`config.mk`:
```
export PLATFORM = sky130hd
export DESIGN_NAME = aoc_ctrl
export DESIGN_NICKNAME = d
export VERILOG_FILES = /design/src/core/aoc_pkg.sv /design/src/core/aoc_sync.sv /design/src/core/aoc_timer.sv /design/src/core/aoc_ctrl.sv
export SDC_FILE = /design/constraint.sdc
export NUM_CORES = 1
export LEC_CHECK = 0
export ABC_AREA = 0
export BUFFER_PORTS_ARGS = -buffer_cell sky130_fd_sc_hd__buf_4
export CAP_MARGIN = 15
export CORE_ASPECT_RATIO = 0.9
export CORE_MARGIN = 10
export CORE_UTILIZATION = 30
export DETAILED_ROUTE_END_ITERATION = 10
export SETUP_SLACK_MARGIN = 0.1
export SLEW_MARGIN = 20
export SYNTH_ARGS = -nofsm -noshare
export SYNTH_HDL_FRONTEND = slang
export SYNTH_HIERARCHICAL = 1
export SYNTH_SLANG_ARGS = --single-unit
```
`constraint.sdc`:
```
create_clock -name clk -period 3.1 [get_ports clk]
set_input_delay 0.465 -clock clk [delete_from_list [all_inputs] [get_ports clk]]
set_output_delay 0.465 -clock clk [all_outputs]
set_load 0.02 [all_outputs]
```
`src/core/aoc_pkg.sv`:
```
// shared constants and types for the offset cancellation control block
package aoc_pkg;
  localparam int CLK_MHZ = 100;
  // register byte offsets
  localparam logic [7:0] ADR_CTRL = 8'h00;
  localparam logic [7:0] ADR_STAT = 8'h04;
  localparam logic [7:0] ADR_IRQ = 8'h08;
  localparam logic [7:0] ADR_OFFW = 8'hC0;
  // field positions
  localparam int CTRL_PDOWN = 0;
  localparam int CTRL_INJ = 23;
  localparam int CTRL_NORM = 24;
  localparam int CTRL_CANCEL = 28;
  localparam int STAT_NORM = 24;
  localparam int STAT_CANCEL = 28;
  localparam int IRQ_OVER = 25;
  localparam int IRQ_ERR = 26;
  localparam int OFFW_LOAD = 15;
  localparam int OFFW_LO = 24;
  localparam int OFFW_W = 8;
  // converter state codes
  localparam logic [2:0] CODE_IDLE = 3'h0;
  localparam logic [2:0] CODE_PDOWN = 3'h1;
  localparam logic [2:0] CODE_CONV = 3'h2;
  // times and derived cycle counts
  localparam int PWRUP_NS = 1000;
  localparam int PWRUP_CYC = (PWRUP_NS * CLK_MHZ + 999) / 1000;
  localparam int MEAS_TIMEOUT_NS = 10000;
  localparam int MEAS_TIMEOUT_CYC = (MEAS_TIMEOUT_NS * CLK_MHZ + 999) / 1000;
  // least sampling time software must program at this converter clock
  localparam int ADC_CLK_MHZ = 32;
  localparam int SAMPLE_MIN_NS = 180;
  typedef enum logic [2:0] {AOC_PDOWN, AOC_PWRUP, AOC_IDLE, AOC_CANCEL, AOC_CONV} aoc_state_t;
endpackage

```
`src/core/aoc_sync.sv`:
```
// two flip-flop synchroniser for pins from the analog core
module aoc_sync #(
  parameter int W = 1
) (
  input wire logic clk, // system clock
  input wire logic rst, // async reset, high
  input wire logic [W-1:0] d, // asynchronous input
  output logic [W-1:0] q // synchronised output
);
  logic [W-1:0] meta;
  logic [W-1:0] next_meta;
  logic [W-1:0] next_q;

  if (W < 1) begin : g_bad
    $error("aoc_sync width must be at least one");
  end

  // first stage feeds the second only
  always_comb begin
    next_meta = d;
    next_q = meta;
  end

  always_ff @(posedge clk or posedge rst) begin
    if (rst) begin
      meta <= '0;
      q <= '0;
    end else begin
      meta <= next_meta;
      q <= next_q;
    end
  end
endmodule // aoc_sync

```
`src/core/aoc_timer.sv`:
```
// restartable cycle timer with a one-cycle expiry pulse
module aoc_timer #(
  parameter int CYCLES = 100
) (
  input wire logic clk, // system clock
  input wire logic rst, // async reset, high
  input wire logic run, // count while high
  input wire logic restart, // zero the count
  output logic expired // one-cycle pulse at the end
);
  localparam int CW = $clog2(CYCLES + 1);
  localparam logic [CW-1:0] LAST = CW'(CYCLES - 1);
  logic [CW-1:0] cnt;
  logic [CW-1:0] next_cnt;
  logic next_expired;

  if (CYCLES < 1) begin : g_bad
    $error("aoc_timer needs at least one cycle");
  end

  // count stops at the end; a stuck run then pulses every second cycle
  always_comb begin
    next_cnt = cnt;
    next_expired = 1'b0;
    if (restart || !run) begin
      next_cnt = '0;
    end else if (cnt == LAST) begin
      next_expired = 1'b1;
      next_cnt = cnt;
    end else begin
      next_cnt = cnt + CW'(1);
    end
    if (cnt == LAST && run && !restart && expired) begin
      next_expired = 1'b0;
    end
  end

  always_ff @(posedge clk or posedge rst) begin
    if (rst) begin
      cnt <= '0;
      expired <= 1'b0;
    end else begin
      cnt <= next_cnt;
      expired <= next_expired;
    end
  end
endmodule // aoc_timer

```
`src/core/aoc_ctrl.sv`:
```
// offset cancellation control with wishbone registers
// Behaviour
// (RL1) control bit 28 requests cancellation phase
// (RL2) hardware clears control enable when phase finishes
// (RL3) status bit 28 high while phase runs
// (RL4) state code 001 powered down, 000 idle
// (RL5) clearing power-down bit leads to idle code
// (RL6) on failure error flag, enables stay one
// (RL7) abort by control clear; status flag stays
// (RL8) software aborts, waits idle, clears error flag
// (RL9) offset word reserved bits read zero
// (RL10) bit 15 enables offset loading
// (RL11) offset field captures coefficient at phase end
// (RL12) software offset goes to core, overriding result
// (RL13) software offset reaches core through a conversion
// (RL14) software starts dummy conversion, polls status
// (RL15) software clears load bit after dummy conversion
// (RL16) interrupt bit 25 on offset completion
// (RL17) interrupt bit 26 when measurement pulse missing
// (RL18) both flags cleared by writing one
// (RL19) sampling time at least 180 ns
// (RL20) each set flag drives an interrupt line
module aoc_ctrl #(
  parameter int PWRUP_CYC = aoc_pkg::PWRUP_CYC,
  parameter int TIMEOUT_CYC = aoc_pkg::MEAS_TIMEOUT_CYC
) (
  input wire logic clk, // 100 MHz clock
  input wire logic rst, // async reset, high
  input wire logic wb_cyc_i, // bus cycle
  input wire logic wb_stb_i, // strobe
  input wire logic wb_we_i, // write
  input wire logic [7:0] wb_adr_i, // byte address
  input wire logic [3:0] wb_sel_i, // byte lanes
  input wire logic [31:0] wb_dat_i, // write data
  output logic [31:0] wb_dat_o, // read data
  output logic wb_ack_o, // acknowledge
  input wire logic core_offset_ok, // core: phase over
  input wire logic core_measure_ok, // core: measurement pulse
  input wire logic [7:0] core_coef, // core: computed coefficient
  input wire logic core_conv_done, // core: conversion finished
  output logic core_power_down, // core power-down level
  output logic core_cancel_run, // core: run cancellation
  output logic core_conv_req, // core: conversion request
  output logic [7:0] core_offset_word, // offset word to core
  output logic core_offset_load, // one-cycle load strobe
  output logic irq_phase_over, // phase-over request
  output logic irq_offset_error // offset error request
);
  localparam int PW_MAX = PWRUP_CYC + 3;

  if (PWRUP_CYC < 1 || TIMEOUT_CYC < 1) begin : g_bad
    $error("aoc_ctrl cycle counts must be at least one");
  end

  aoc_pkg::aoc_state_t state, next_state;
  logic ctrl_cancel, ctrl_pdown, ctrl_norm, ctrl_inj, stat_cancel;
  logic over_flag, err_flag, load_en;
  logic [7:0] offw;
  logic ok_d, meas_d, done_d;
  logic next_ctrl_cancel, next_ctrl_pdown, next_ctrl_norm, next_ctrl_inj, next_stat_cancel;
  logic next_over_flag, next_err_flag, next_load_en;
  logic [7:0] next_offw, next_core_word;
  logic next_ack, next_conv_req, next_core_load, next_cancel_run, next_pwr;
  logic [31:0] next_dat, wmask, rd_word;
  logic ok_s, meas_s, done_s;
  logic [7:0] coef_s;
  logic ok_rise, meas_rise, done_rise, pw_exp, meas_exp, req, wr;

  // byte lanes into a bit mask
  function automatic logic [31:0] lane_mask(input logic [3:0] sel);
    lane_mask = {{8{sel[3]}}, {8{sel[2]}}, {8{sel[1]}}, {8{sel[0]}}};
  endfunction

  // converter state code seen by software
  function automatic logic [2:0] state_code(input aoc_pkg::aoc_state_t s);
    case (s)
      aoc_pkg::AOC_PDOWN, aoc_pkg::AOC_PWRUP: state_code = aoc_pkg::CODE_PDOWN;
      aoc_pkg::AOC_CONV: state_code = aoc_pkg::CODE_CONV;
      default: state_code = aoc_pkg::CODE_IDLE;
    endcase
  endfunction

  aoc_sync #(.W(3)) u_sync_bits (
    .clk(clk),
    .rst(rst),
    .d({core_offset_ok, core_measure_ok, core_conv_done}),
    .q({ok_s, meas_s, done_s})
  );

  // coefficient is steady while offset_ok rises, so per-bit sync is safe
  aoc_sync #(.W(8)) u_sync_coef (
    .clk(clk),
    .rst(rst),
    .d(core_coef),
    .q(coef_s)
  );

  // settle time after leaving power-down
  aoc_timer #(.CYCLES(PWRUP_CYC)) u_pwrup (
    .clk(clk),
    .rst(rst),
    .run(state == aoc_pkg::AOC_PWRUP),
    .restart(state != aoc_pkg::AOC_PWRUP),
    .expired(pw_exp)
  );

  // watchdog on measurement pulses during the phase
  aoc_timer #(.CYCLES(TIMEOUT_CYC)) u_meas ( // RL17
    .clk(clk),
    .rst(rst),
    .run(state == aoc_pkg::AOC_CANCEL),
    .restart(meas_rise || state != aoc_pkg::AOC_CANCEL),
    .expired(meas_exp)
  );

  // edges and bus qualifiers
  assign ok_rise = ok_s && !ok_d; // RL16
  assign meas_rise = meas_s && !meas_d;
  assign done_rise = done_s && !done_d;
  assign req = wb_cyc_i && wb_stb_i && !wb_ack_o;
  assign wr = wb_cyc_i && wb_stb_i && wb_ack_o && wb_we_i;
  assign wmask = lane_mask(wb_sel_i);
  assign irq_phase_over = over_flag; // RL20
  assign irq_offset_error = err_flag; // RL20

  // read mux; reserved bits stay zero
  always_comb begin
    rd_word = '0;
    case (wb_adr_i)
      aoc_pkg::ADR_CTRL: begin
        rd_word[aoc_pkg::CTRL_PDOWN] = ctrl_pdown;
        rd_word[aoc_pkg::CTRL_INJ] = ctrl_inj;
        rd_word[aoc_pkg::CTRL_NORM] = ctrl_norm;
        rd_word[aoc_pkg::CTRL_CANCEL] = ctrl_cancel;
      end
      aoc_pkg::ADR_STAT: begin
        rd_word[2:0] = state_code(state); // RL4
        rd_word[aoc_pkg::STAT_NORM] = (state == aoc_pkg::AOC_CONV);
        rd_word[aoc_pkg::STAT_CANCEL] = stat_cancel; // RL3
      end
      aoc_pkg::ADR_IRQ: begin
        rd_word[aoc_pkg::IRQ_OVER] = over_flag;
        rd_word[aoc_pkg::IRQ_ERR] = err_flag;
      end
      aoc_pkg::ADR_OFFW: begin
        rd_word[aoc_pkg::OFFW_LOAD] = load_en; // RL9
        rd_word[aoc_pkg::OFFW_LO +: aoc_pkg::OFFW_W] = offw;
      end
      default: rd_word = '0;
    endcase
  end

  // register writes first, then hardware events so hardware wins over same-cycle writes
  always_comb begin
    next_state = state;
    next_ctrl_cancel = ctrl_cancel;
    next_ctrl_pdown = ctrl_pdown;
    next_ctrl_norm = ctrl_norm;
    next_ctrl_inj = ctrl_inj;
    next_stat_cancel = stat_cancel;
    next_over_flag = over_flag;
    next_err_flag = err_flag;
    next_load_en = load_en;
    next_offw = offw;
    next_core_word = core_offset_word;
    next_conv_req = core_conv_req;
    next_core_load = 1'b0;
    next_ack = req;
    next_dat = req ? rd_word : '0;
    if (wr && wb_adr_i == aoc_pkg::ADR_CTRL) begin
      if (wmask[aoc_pkg::CTRL_PDOWN]) next_ctrl_pdown = wb_dat_i[aoc_pkg::CTRL_PDOWN];
      if (wmask[aoc_pkg::CTRL_INJ]) next_ctrl_inj = wb_dat_i[aoc_pkg::CTRL_INJ];
      if (wmask[aoc_pkg::CTRL_NORM]) next_ctrl_norm = wb_dat_i[aoc_pkg::CTRL_NORM];
      if (wmask[aoc_pkg::CTRL_CANCEL]) next_ctrl_cancel = wb_dat_i[aoc_pkg::CTRL_CANCEL]; // RL1 RL7
    end
    if (wr && wb_adr_i == aoc_pkg::ADR_IRQ) begin
      if (wmask[aoc_pkg::IRQ_OVER] && wb_dat_i[aoc_pkg::IRQ_OVER]) next_over_flag = 1'b0; // RL18
      if (wmask[aoc_pkg::IRQ_ERR] && wb_dat_i[aoc_pkg::IRQ_ERR]) next_err_flag = 1'b0; // RL18
    end
    if (wr && wb_adr_i == aoc_pkg::ADR_OFFW && wmask[aoc_pkg::OFFW_LOAD]) begin
      next_load_en = wb_dat_i[aoc_pkg::OFFW_LOAD]; // RL10
      // field only taken when the same write keeps loading enabled
      if (wb_dat_i[aoc_pkg::OFFW_LOAD] && wmask[aoc_pkg::OFFW_LO]) begin
        next_offw = wb_dat_i[aoc_pkg::OFFW_LO +: aoc_pkg::OFFW_W]; // RL10 RL12
      end
    end
    // sequencer
    case (state)
      aoc_pkg::AOC_PDOWN: begin
        if (!ctrl_pdown) next_state = aoc_pkg::AOC_PWRUP; // RL5
      end
      aoc_pkg::AOC_PWRUP: begin
        if (pw_exp) begin
          if (ctrl_cancel) begin
            next_state = aoc_pkg::AOC_CANCEL; // RL1
            next_stat_cancel = 1'b1; // RL3
          end else begin
            next_state = aoc_pkg::AOC_IDLE; // RL5
          end
        end
      end
      aoc_pkg::AOC_IDLE: begin
        if (ctrl_norm || ctrl_inj) begin
          next_state = aoc_pkg::AOC_CONV;
          next_conv_req = 1'b1;
          next_ctrl_norm = 1'b0;
          next_ctrl_inj = 1'b0;
          // buffered core offset only moves at a conversion start
          if (load_en) begin
            next_core_word = offw; // RL13
            next_core_load = 1'b1; // RL12
          end
        end
      end
      aoc_pkg::AOC_CANCEL: begin
        if (ok_rise) begin
          if (!load_en) next_offw = coef_s; // RL11 RL12
          next_over_flag = 1'b1; // RL16
          next_ctrl_cancel = 1'b0; // RL2
          next_stat_cancel = 1'b0; // RL3
          next_state = aoc_pkg::AOC_IDLE;
        end else if (meas_exp) begin
          next_err_flag = 1'b1; // RL6 RL17
          next_state = aoc_pkg::AOC_IDLE;
        end else if (!ctrl_cancel) begin
          next_state = aoc_pkg::AOC_IDLE; // RL7
        end
      end
      aoc_pkg::AOC_CONV: begin
        if (done_rise) begin
          next_conv_req = 1'b0;
          next_state = aoc_pkg::AOC_IDLE;
        end
      end
      default: next_state = aoc_pkg::AOC_PDOWN;
    endcase
    // power-down overrides the next state and any conversion request
    if (ctrl_pdown) begin
      next_state = aoc_pkg::AOC_PDOWN; // RL4
      next_conv_req = 1'b0;
    end
    next_cancel_run = (next_state == aoc_pkg::AOC_CANCEL);
    next_pwr = (next_state == aoc_pkg::AOC_PDOWN);
  end

  always_ff @(posedge clk or posedge rst) begin
    if (rst) begin
      state <= aoc_pkg::AOC_PDOWN;
      ctrl_cancel <= 1'b0;
      ctrl_pdown <= 1'b1;
      ctrl_norm <= 1'b0;
      ctrl_inj <= 1'b0;
      stat_cancel <= 1'b0;
      over_flag <= 1'b0;
      err_flag <= 1'b0;
      load_en <= 1'b0;
      offw <= '0;
      ok_d <= 1'b0;
      meas_d <= 1'b0;
      done_d <= 1'b0;
      wb_ack_o <= 1'b0;
      wb_dat_o <= '0;
      core_power_down <= 1'b1;
      core_cancel_run <= 1'b0;
      core_conv_req <= 1'b0;
      core_offset_word <= '0;
      core_offset_load <= 1'b0;
    end else begin
      state <= next_state;
      ctrl_cancel <= next_ctrl_cancel;
      ctrl_pdown <= next_ctrl_pdown;
      ctrl_norm <= next_ctrl_norm;
      ctrl_inj <= next_ctrl_inj;
      stat_cancel <= next_stat_cancel;
      over_flag <= next_over_flag;
      err_flag <= next_err_flag;
      load_en <= next_load_en;
      offw <= next_offw;
      ok_d <= ok_s;
      meas_d <= meas_s;
      done_d <= done_s;
      wb_ack_o <= next_ack;
      wb_dat_o <= next_dat;
      core_power_down <= next_pwr;
      core_cancel_run <= next_cancel_run;
      core_conv_req <= next_conv_req;
      core_offset_word <= next_core_word;
      core_offset_load <= next_core_load;
    end
  end
endmodule // aoc_ctrl

```
### After elaboration in Yosys (flattened, before gate mapping)

Index checks and enable logic that the tools add are counted.
W data, S select, Z words.

* output and inout port bits: 47
* bits in registers: 108
* input port bits: 60

* equal/unequal tests: 19
* muxes and demuxes: 67
* $add $sub $neg: 2
* reductions and logical operators: 42

Operators by type and width (number)
* $mux W1: 40
* $mux W8: 5
* $mux W32: 1
* $mux W3: 8
* $logic_and A1 B1 Y1: 20
* $mux W10: 2
* $pmux W3 S5: 1
* $mux W7: 2
* $add A10 B1 Y10 const B: 1
* $eq A10 B10 Y1 const B: 1
* $eq A3 B2 Y1 const B: 3
* $eq A8 B3 Y1 const B: 1
* $eq A8 B4 Y1 const B: 1
* $eq A8 B8 Y1 const B: 1
* $logic_not A1 Y1: 8
* $logic_not A8 Y1: 1
* $pmux W2 S2: 2
* $add A7 B1 Y7 const B: 1
* $eq A7 B7 Y1 const B: 1
* $logic_not A3 Y1: 2
* $ne A2 B2 Y1 const B: 3
* $ne A3 B3 Y1 const B: 2
* $pmux W1 S2: 3
* $pmux W1 S3: 2
* 13 further kinds: 18

### Depth between registers and ports, before layout

* word-level depth: 9
* gate-level depth with buffers: 8
* gate-level depth less buffers: 5

### Modules after synthesis

Netlist, hierarchy kept.

Modules (own cells, without submodules)
* aoc_ctrl: instances 1, cells each 193, area each 2207.1 um^2
* aoc_timer (u_meas): instances 1, cells each 58, area each 565.5 um^2
* aoc_sync (u_sync_coef): instances 1, cells each 17, area each 404.1 um^2
* aoc_timer (u_pwrup): instances 1, cells each 40, area each 389.1 um^2
* aoc_sync (u_sync_bits): instances 1, cells each 7, area each 153.9 um^2

### Least setup slack after synthesis

OpenSTA, ideal clock, no wires.

* path kind: input-to-reg
* from: input wb_adr_i[2]
* to: register load_en
* stages: 6
* setup slack: 1.493 ns
* setup time: 0.125 ns
* arrival time: 1.482 ns
* cell sequence: buf_6 > and4bb_2 > and2_1 > buf_4 > nand3_2 > mux2_4

* longest elaborated chain between the ends: 3

Ends and longest elaborated chain
* from (decl): line aoc_ctrl.sv:32 `input wire logic [7:0] wb_adr_i,`
* $eq A8 B8 Y1: line aoc_ctrl.sv:180 `if (wr && wb_adr_i == aoc_pkg::ADR_OFFW && wmask[aoc_pkg::OFFW_LOAD]) begin`
* $logic_and A1 B1 Y1 (2 in a row): line aoc_ctrl.sv:180
* to (signal assigned): line aoc_ctrl.sv:277 `load_en <= next_load_en;`
* to (decl): line aoc_ctrl.sv:57 `logic over_flag, err_flag, load_en;`

Every way passes these cells.
A chain may end at the register's enable or synchronous reset.

### Worst setup path in the final report

* from: register wb_ack_o
* to: register offw[2]

* longest elaborated chain between the ends: 8

Ends and longest elaborated chain
* from (decl): line aoc_ctrl.sv:36 `output logic wb_ack_o,`
* from (signal assigned): line aoc_ctrl.sv:282 `wb_ack_o <= next_ack;`
* $logic_and A1 B1 Y1 * (2 in a row): line aoc_ctrl.sv:121 `assign wr = wb_cyc_i && wb_stb_i && wb_ack_o && wb_we_i;`
* $logic_and A1 B1 Y1 * (2 in a row): line aoc_ctrl.sv:180
* $mux W8 *: line aoc_ctrl.sv:180
* $mux W8: line aoc_ctrl.sv:217 `if (!load_en) next_offw = coef_s;`
* $mux W8: line aoc_ctrl.sv:216 `if (ok_rise) begin`
* $mux W8 *: line aoc_ctrl.sv:188 `case (state)`
* via next_offw[2]: line aoc_ctrl.sv:62 `logic [7:0] next_offw, next_core_word;`
* to (signal assigned): line aoc_ctrl.sv:278 `offw <= next_offw;`
* to (decl): line aoc_ctrl.sv:58 `logic [7:0] offw;`

Mark *: on every way through the listed nets, which the timed path passes. The rest lies on a longest branch.

==> impl_metrics.yaml <==
cts:
  path_clk_slew_ns: 0.06
  htreeDepth: 3
  postCtsSetupBuffers: 0
  hold_buffers: 0
  cts_sinks: 88
  clk_latency_ns: 0.33
  cts_resized: 0
  cts_tree: "yes"
  clock_path_buffers: 2
  numCtsBuffers: 9
  clock-root-buffer: "clkbuf_16"
outcome:
  outcome: "complete, no violations"
synthesis:
  syn_avg_cell_area_um2: 11.8
  ys_async_sr_fraction_pct: 100
  synthesis.area_um2: 3720
  synth.lib_cells_used.distinct: 54
  synth_edf_count: 0
  synth-seq-cells: 88
  yosys_warnings: 6
  ys.flop_type: "dfrtp_1"
  synthCells: 315
  seq_area_frac_synth_pct: 59.3
routing:
  finalWirelength_um: 8020
  drt_iter0_markers: 156
  via_count: 2497
  drc: 0
  drtPass1Iterations: 4
  viasPerCell: 4.57
  avgRoutedWirePerCell_um: 14.7
  drtAntennaViolNets: 0
global_routing:
  grt_max_degree: 48
  grt_pass1_vias: 2556
  grt-ovfl-total: 0
  grt_pass1_wl_um: 13000
  grt_usage_pct: 9.31
  antenna_found_initial: 0
worst_setup_path:
  worstReg2RegEnd: "offw[2]"
  reg2reg_slack_ns: 1.23
  slowest_stage: "and4_1"
  crit_family: "simple AND/OR/NAND/NOR gates"
  required_ns: 3.28
  r2r_start: "wb_ack_o"
  startpoint: "wb_ack_o"
  endpoint: "offw[2]"
  crit_chain: "and4_1 -> and4_1 -> mux2i_1 -> a21oi_1"
  arrival_ns: 2.05
  ff2ff_path_depth: 4
  worstSetupPathDepth: 4
  crit_type: "register to register"
  crit_buf_inv: 0
  critPathMaxStageDelay_ns: 0.57
  start_kind: "register"
  worstPathMaxFanout: 8
  critical_path.most_common_cell: "and4_1"
  end_kind: "register"
power_and_ir_drop:
  power_density_nw_per_um2: 599
  vdd_drop_max_uv: 293
  p_leak_nw: 2.15
timing:
  slew_violations: 0
  setup_viol: 0
  hold_viol_final: 0
  max_freq_mhz: 533
  tightest_slew_ns: 0.961
  relSlewSlack_pct: 35.8
  rsz0062_at_grt: "false"
  skew_ns: 0.00592
  finalSetupTns_ns: 0
  fin_crit_sh_pct: 60.5
  fin_crit_ns: 1.87
floorplan:
  die_w_um: 137
  die_area_um2: 17300
  ios: 107
  placement_rows: 38
  initial_utilization_pct: 30.8
  die_h_um: 126
  core_area_um2: 12100
cells_and_area:
  antenna_cells: 0
  nets: 443
  finalInstanceArea_um2: 4600
  num-fill-cells: 1200
  layout.cells.most_common: "dfrtp_1"
  drive_above_1_share_pct: 27.5
  finalNonFillerCells: 546
  final_cell_mix: "dfrtp_1 (86), buf_4 (65), nor2_1 (25)"
  syn_to_final_growth_pct: 23.7
placement:
  post-dp-hpwl_um: 6150
  port-buffer-count: 65
  place_inst: 530
  gp_congestion: 0.807
  dpl_cell_area_um2: 4270
min_path:
  hp-class: "input port to async pin"
job:
  cap_violations: 0
## worst min-delay path by stage
stage / startpoint / endpoint / slack, ns / depth (start not counted)
floorplan: rst / u_sync_bits/meta[0] / 0.26 / 1
global placement: u_sync_coef/meta[5] / u_sync_coef/q[5] / 0.33 / 0
detailed placement: u_sync_coef/meta[0] / u_sync_coef/q[0] / 0.33 / 0
CTS: rst / u_sync_bits/meta[0] / 0.09 / 2
global route: rst / u_sync_bits/meta[1] / 0.11 / 2
finish: rst / u_sync_bits/q[0] / 0.09 / 2
## final cells by class
class	count	area [µm²]	share of cell area, %
clock buffer	10	239	5.19
clock inverter	6	90.1	1.96
inverter	10	37.5	0.816
multi-input combinational	207	1340	29.2
sequential	88	2200	47.9
tap	160	200	4.35
timing repair buffer	65	488	10.6
## metal layers
metal / track usage (%) / routed length [µm] / part of all wire [%]
met4: 2.97 / 83 / 1.0
met2: 14.3 / 3740 / 47
met1: 12.3 / 3650 / 45
met5: 0 / 0 / 0
met3: 2.78 / 550 / 6.9
## synth_stat cells (3+ instances only)
master,instances,area (µm²)
a21oi_1,23,115
xor2_1,3,26.3
nand2_1,15,56.3
nand3_1,6,30.0
o21ai_0,12,60.1
nand2b_1,4,25.0
nand4_1,5,31.3
mux2_2,9,101
or3_1,6,37.5
nor2b_1,3,18.8
nor2_1,25,93.8
and2_1,3,18.8
nor3b_1,3,22.5
buf_4,21,158
and3_1,8,50.1
nor3_1,8,40.0
mux2i_1,15,150
buf_2,3,15.0
dfrtp_1,86,2150
inv_1,10,37.5
## sequential cells by signal, summed over array words and instances, names as in the netlist, 3 cells and up
signal,flops
u_sync_bits/q,3
u_meas/cnt,10
u_sync_coef/q,8
u_sync_bits/meta,3
offw,8
u_sync_coef/meta,8
u_pwrup/cnt,7
state,3
core_offset_word,8
wb_dat_o,12
## power breakdown
group          internal [W]  total [W]  switching, W
Combinational      0.000121   0.000283      0.000162
Sequential          0.00123    0.00130     0.0000710
Clock              0.000732    0.00117      0.000436
## cell families (layout without fill, tap and decap cells)
| kind of cell | after synthesis | count (layout) | synth area share, % |
|---|---|---|---|
| mux | 25 | 25 | 7.16 |
| compound gates | 49 | 49 | 7.74 |
| flops | 88 | 88 | 59.3 |
| fa+ha+maj | 2 | 2 | 0.673 |
| simple gates | 108 | 108 | 17.8 |
| buf+inv | 39 | 91 | 6.59 |
| other cells | 1 | 20 | 0.101 |
| xor+xnor | 3 | 3 | 0.706 |
## stage by stage
stage	power, W	worst slack (ns)	util (%)	hold slack, ns
after global routing	0.00289	1.06	38.1	0.106
after global placement	0.00160	1.04	35.4	0.333
after floorplan	0.00153	1.49	-	0.256
after CTS	0.00279	1.23	38.1	0.0871
after detailed placement	0.00161	1.01	35.4	0.335
final	0.00275	1.23	38.1	0.0936
(Power assumes the default switching activity.)
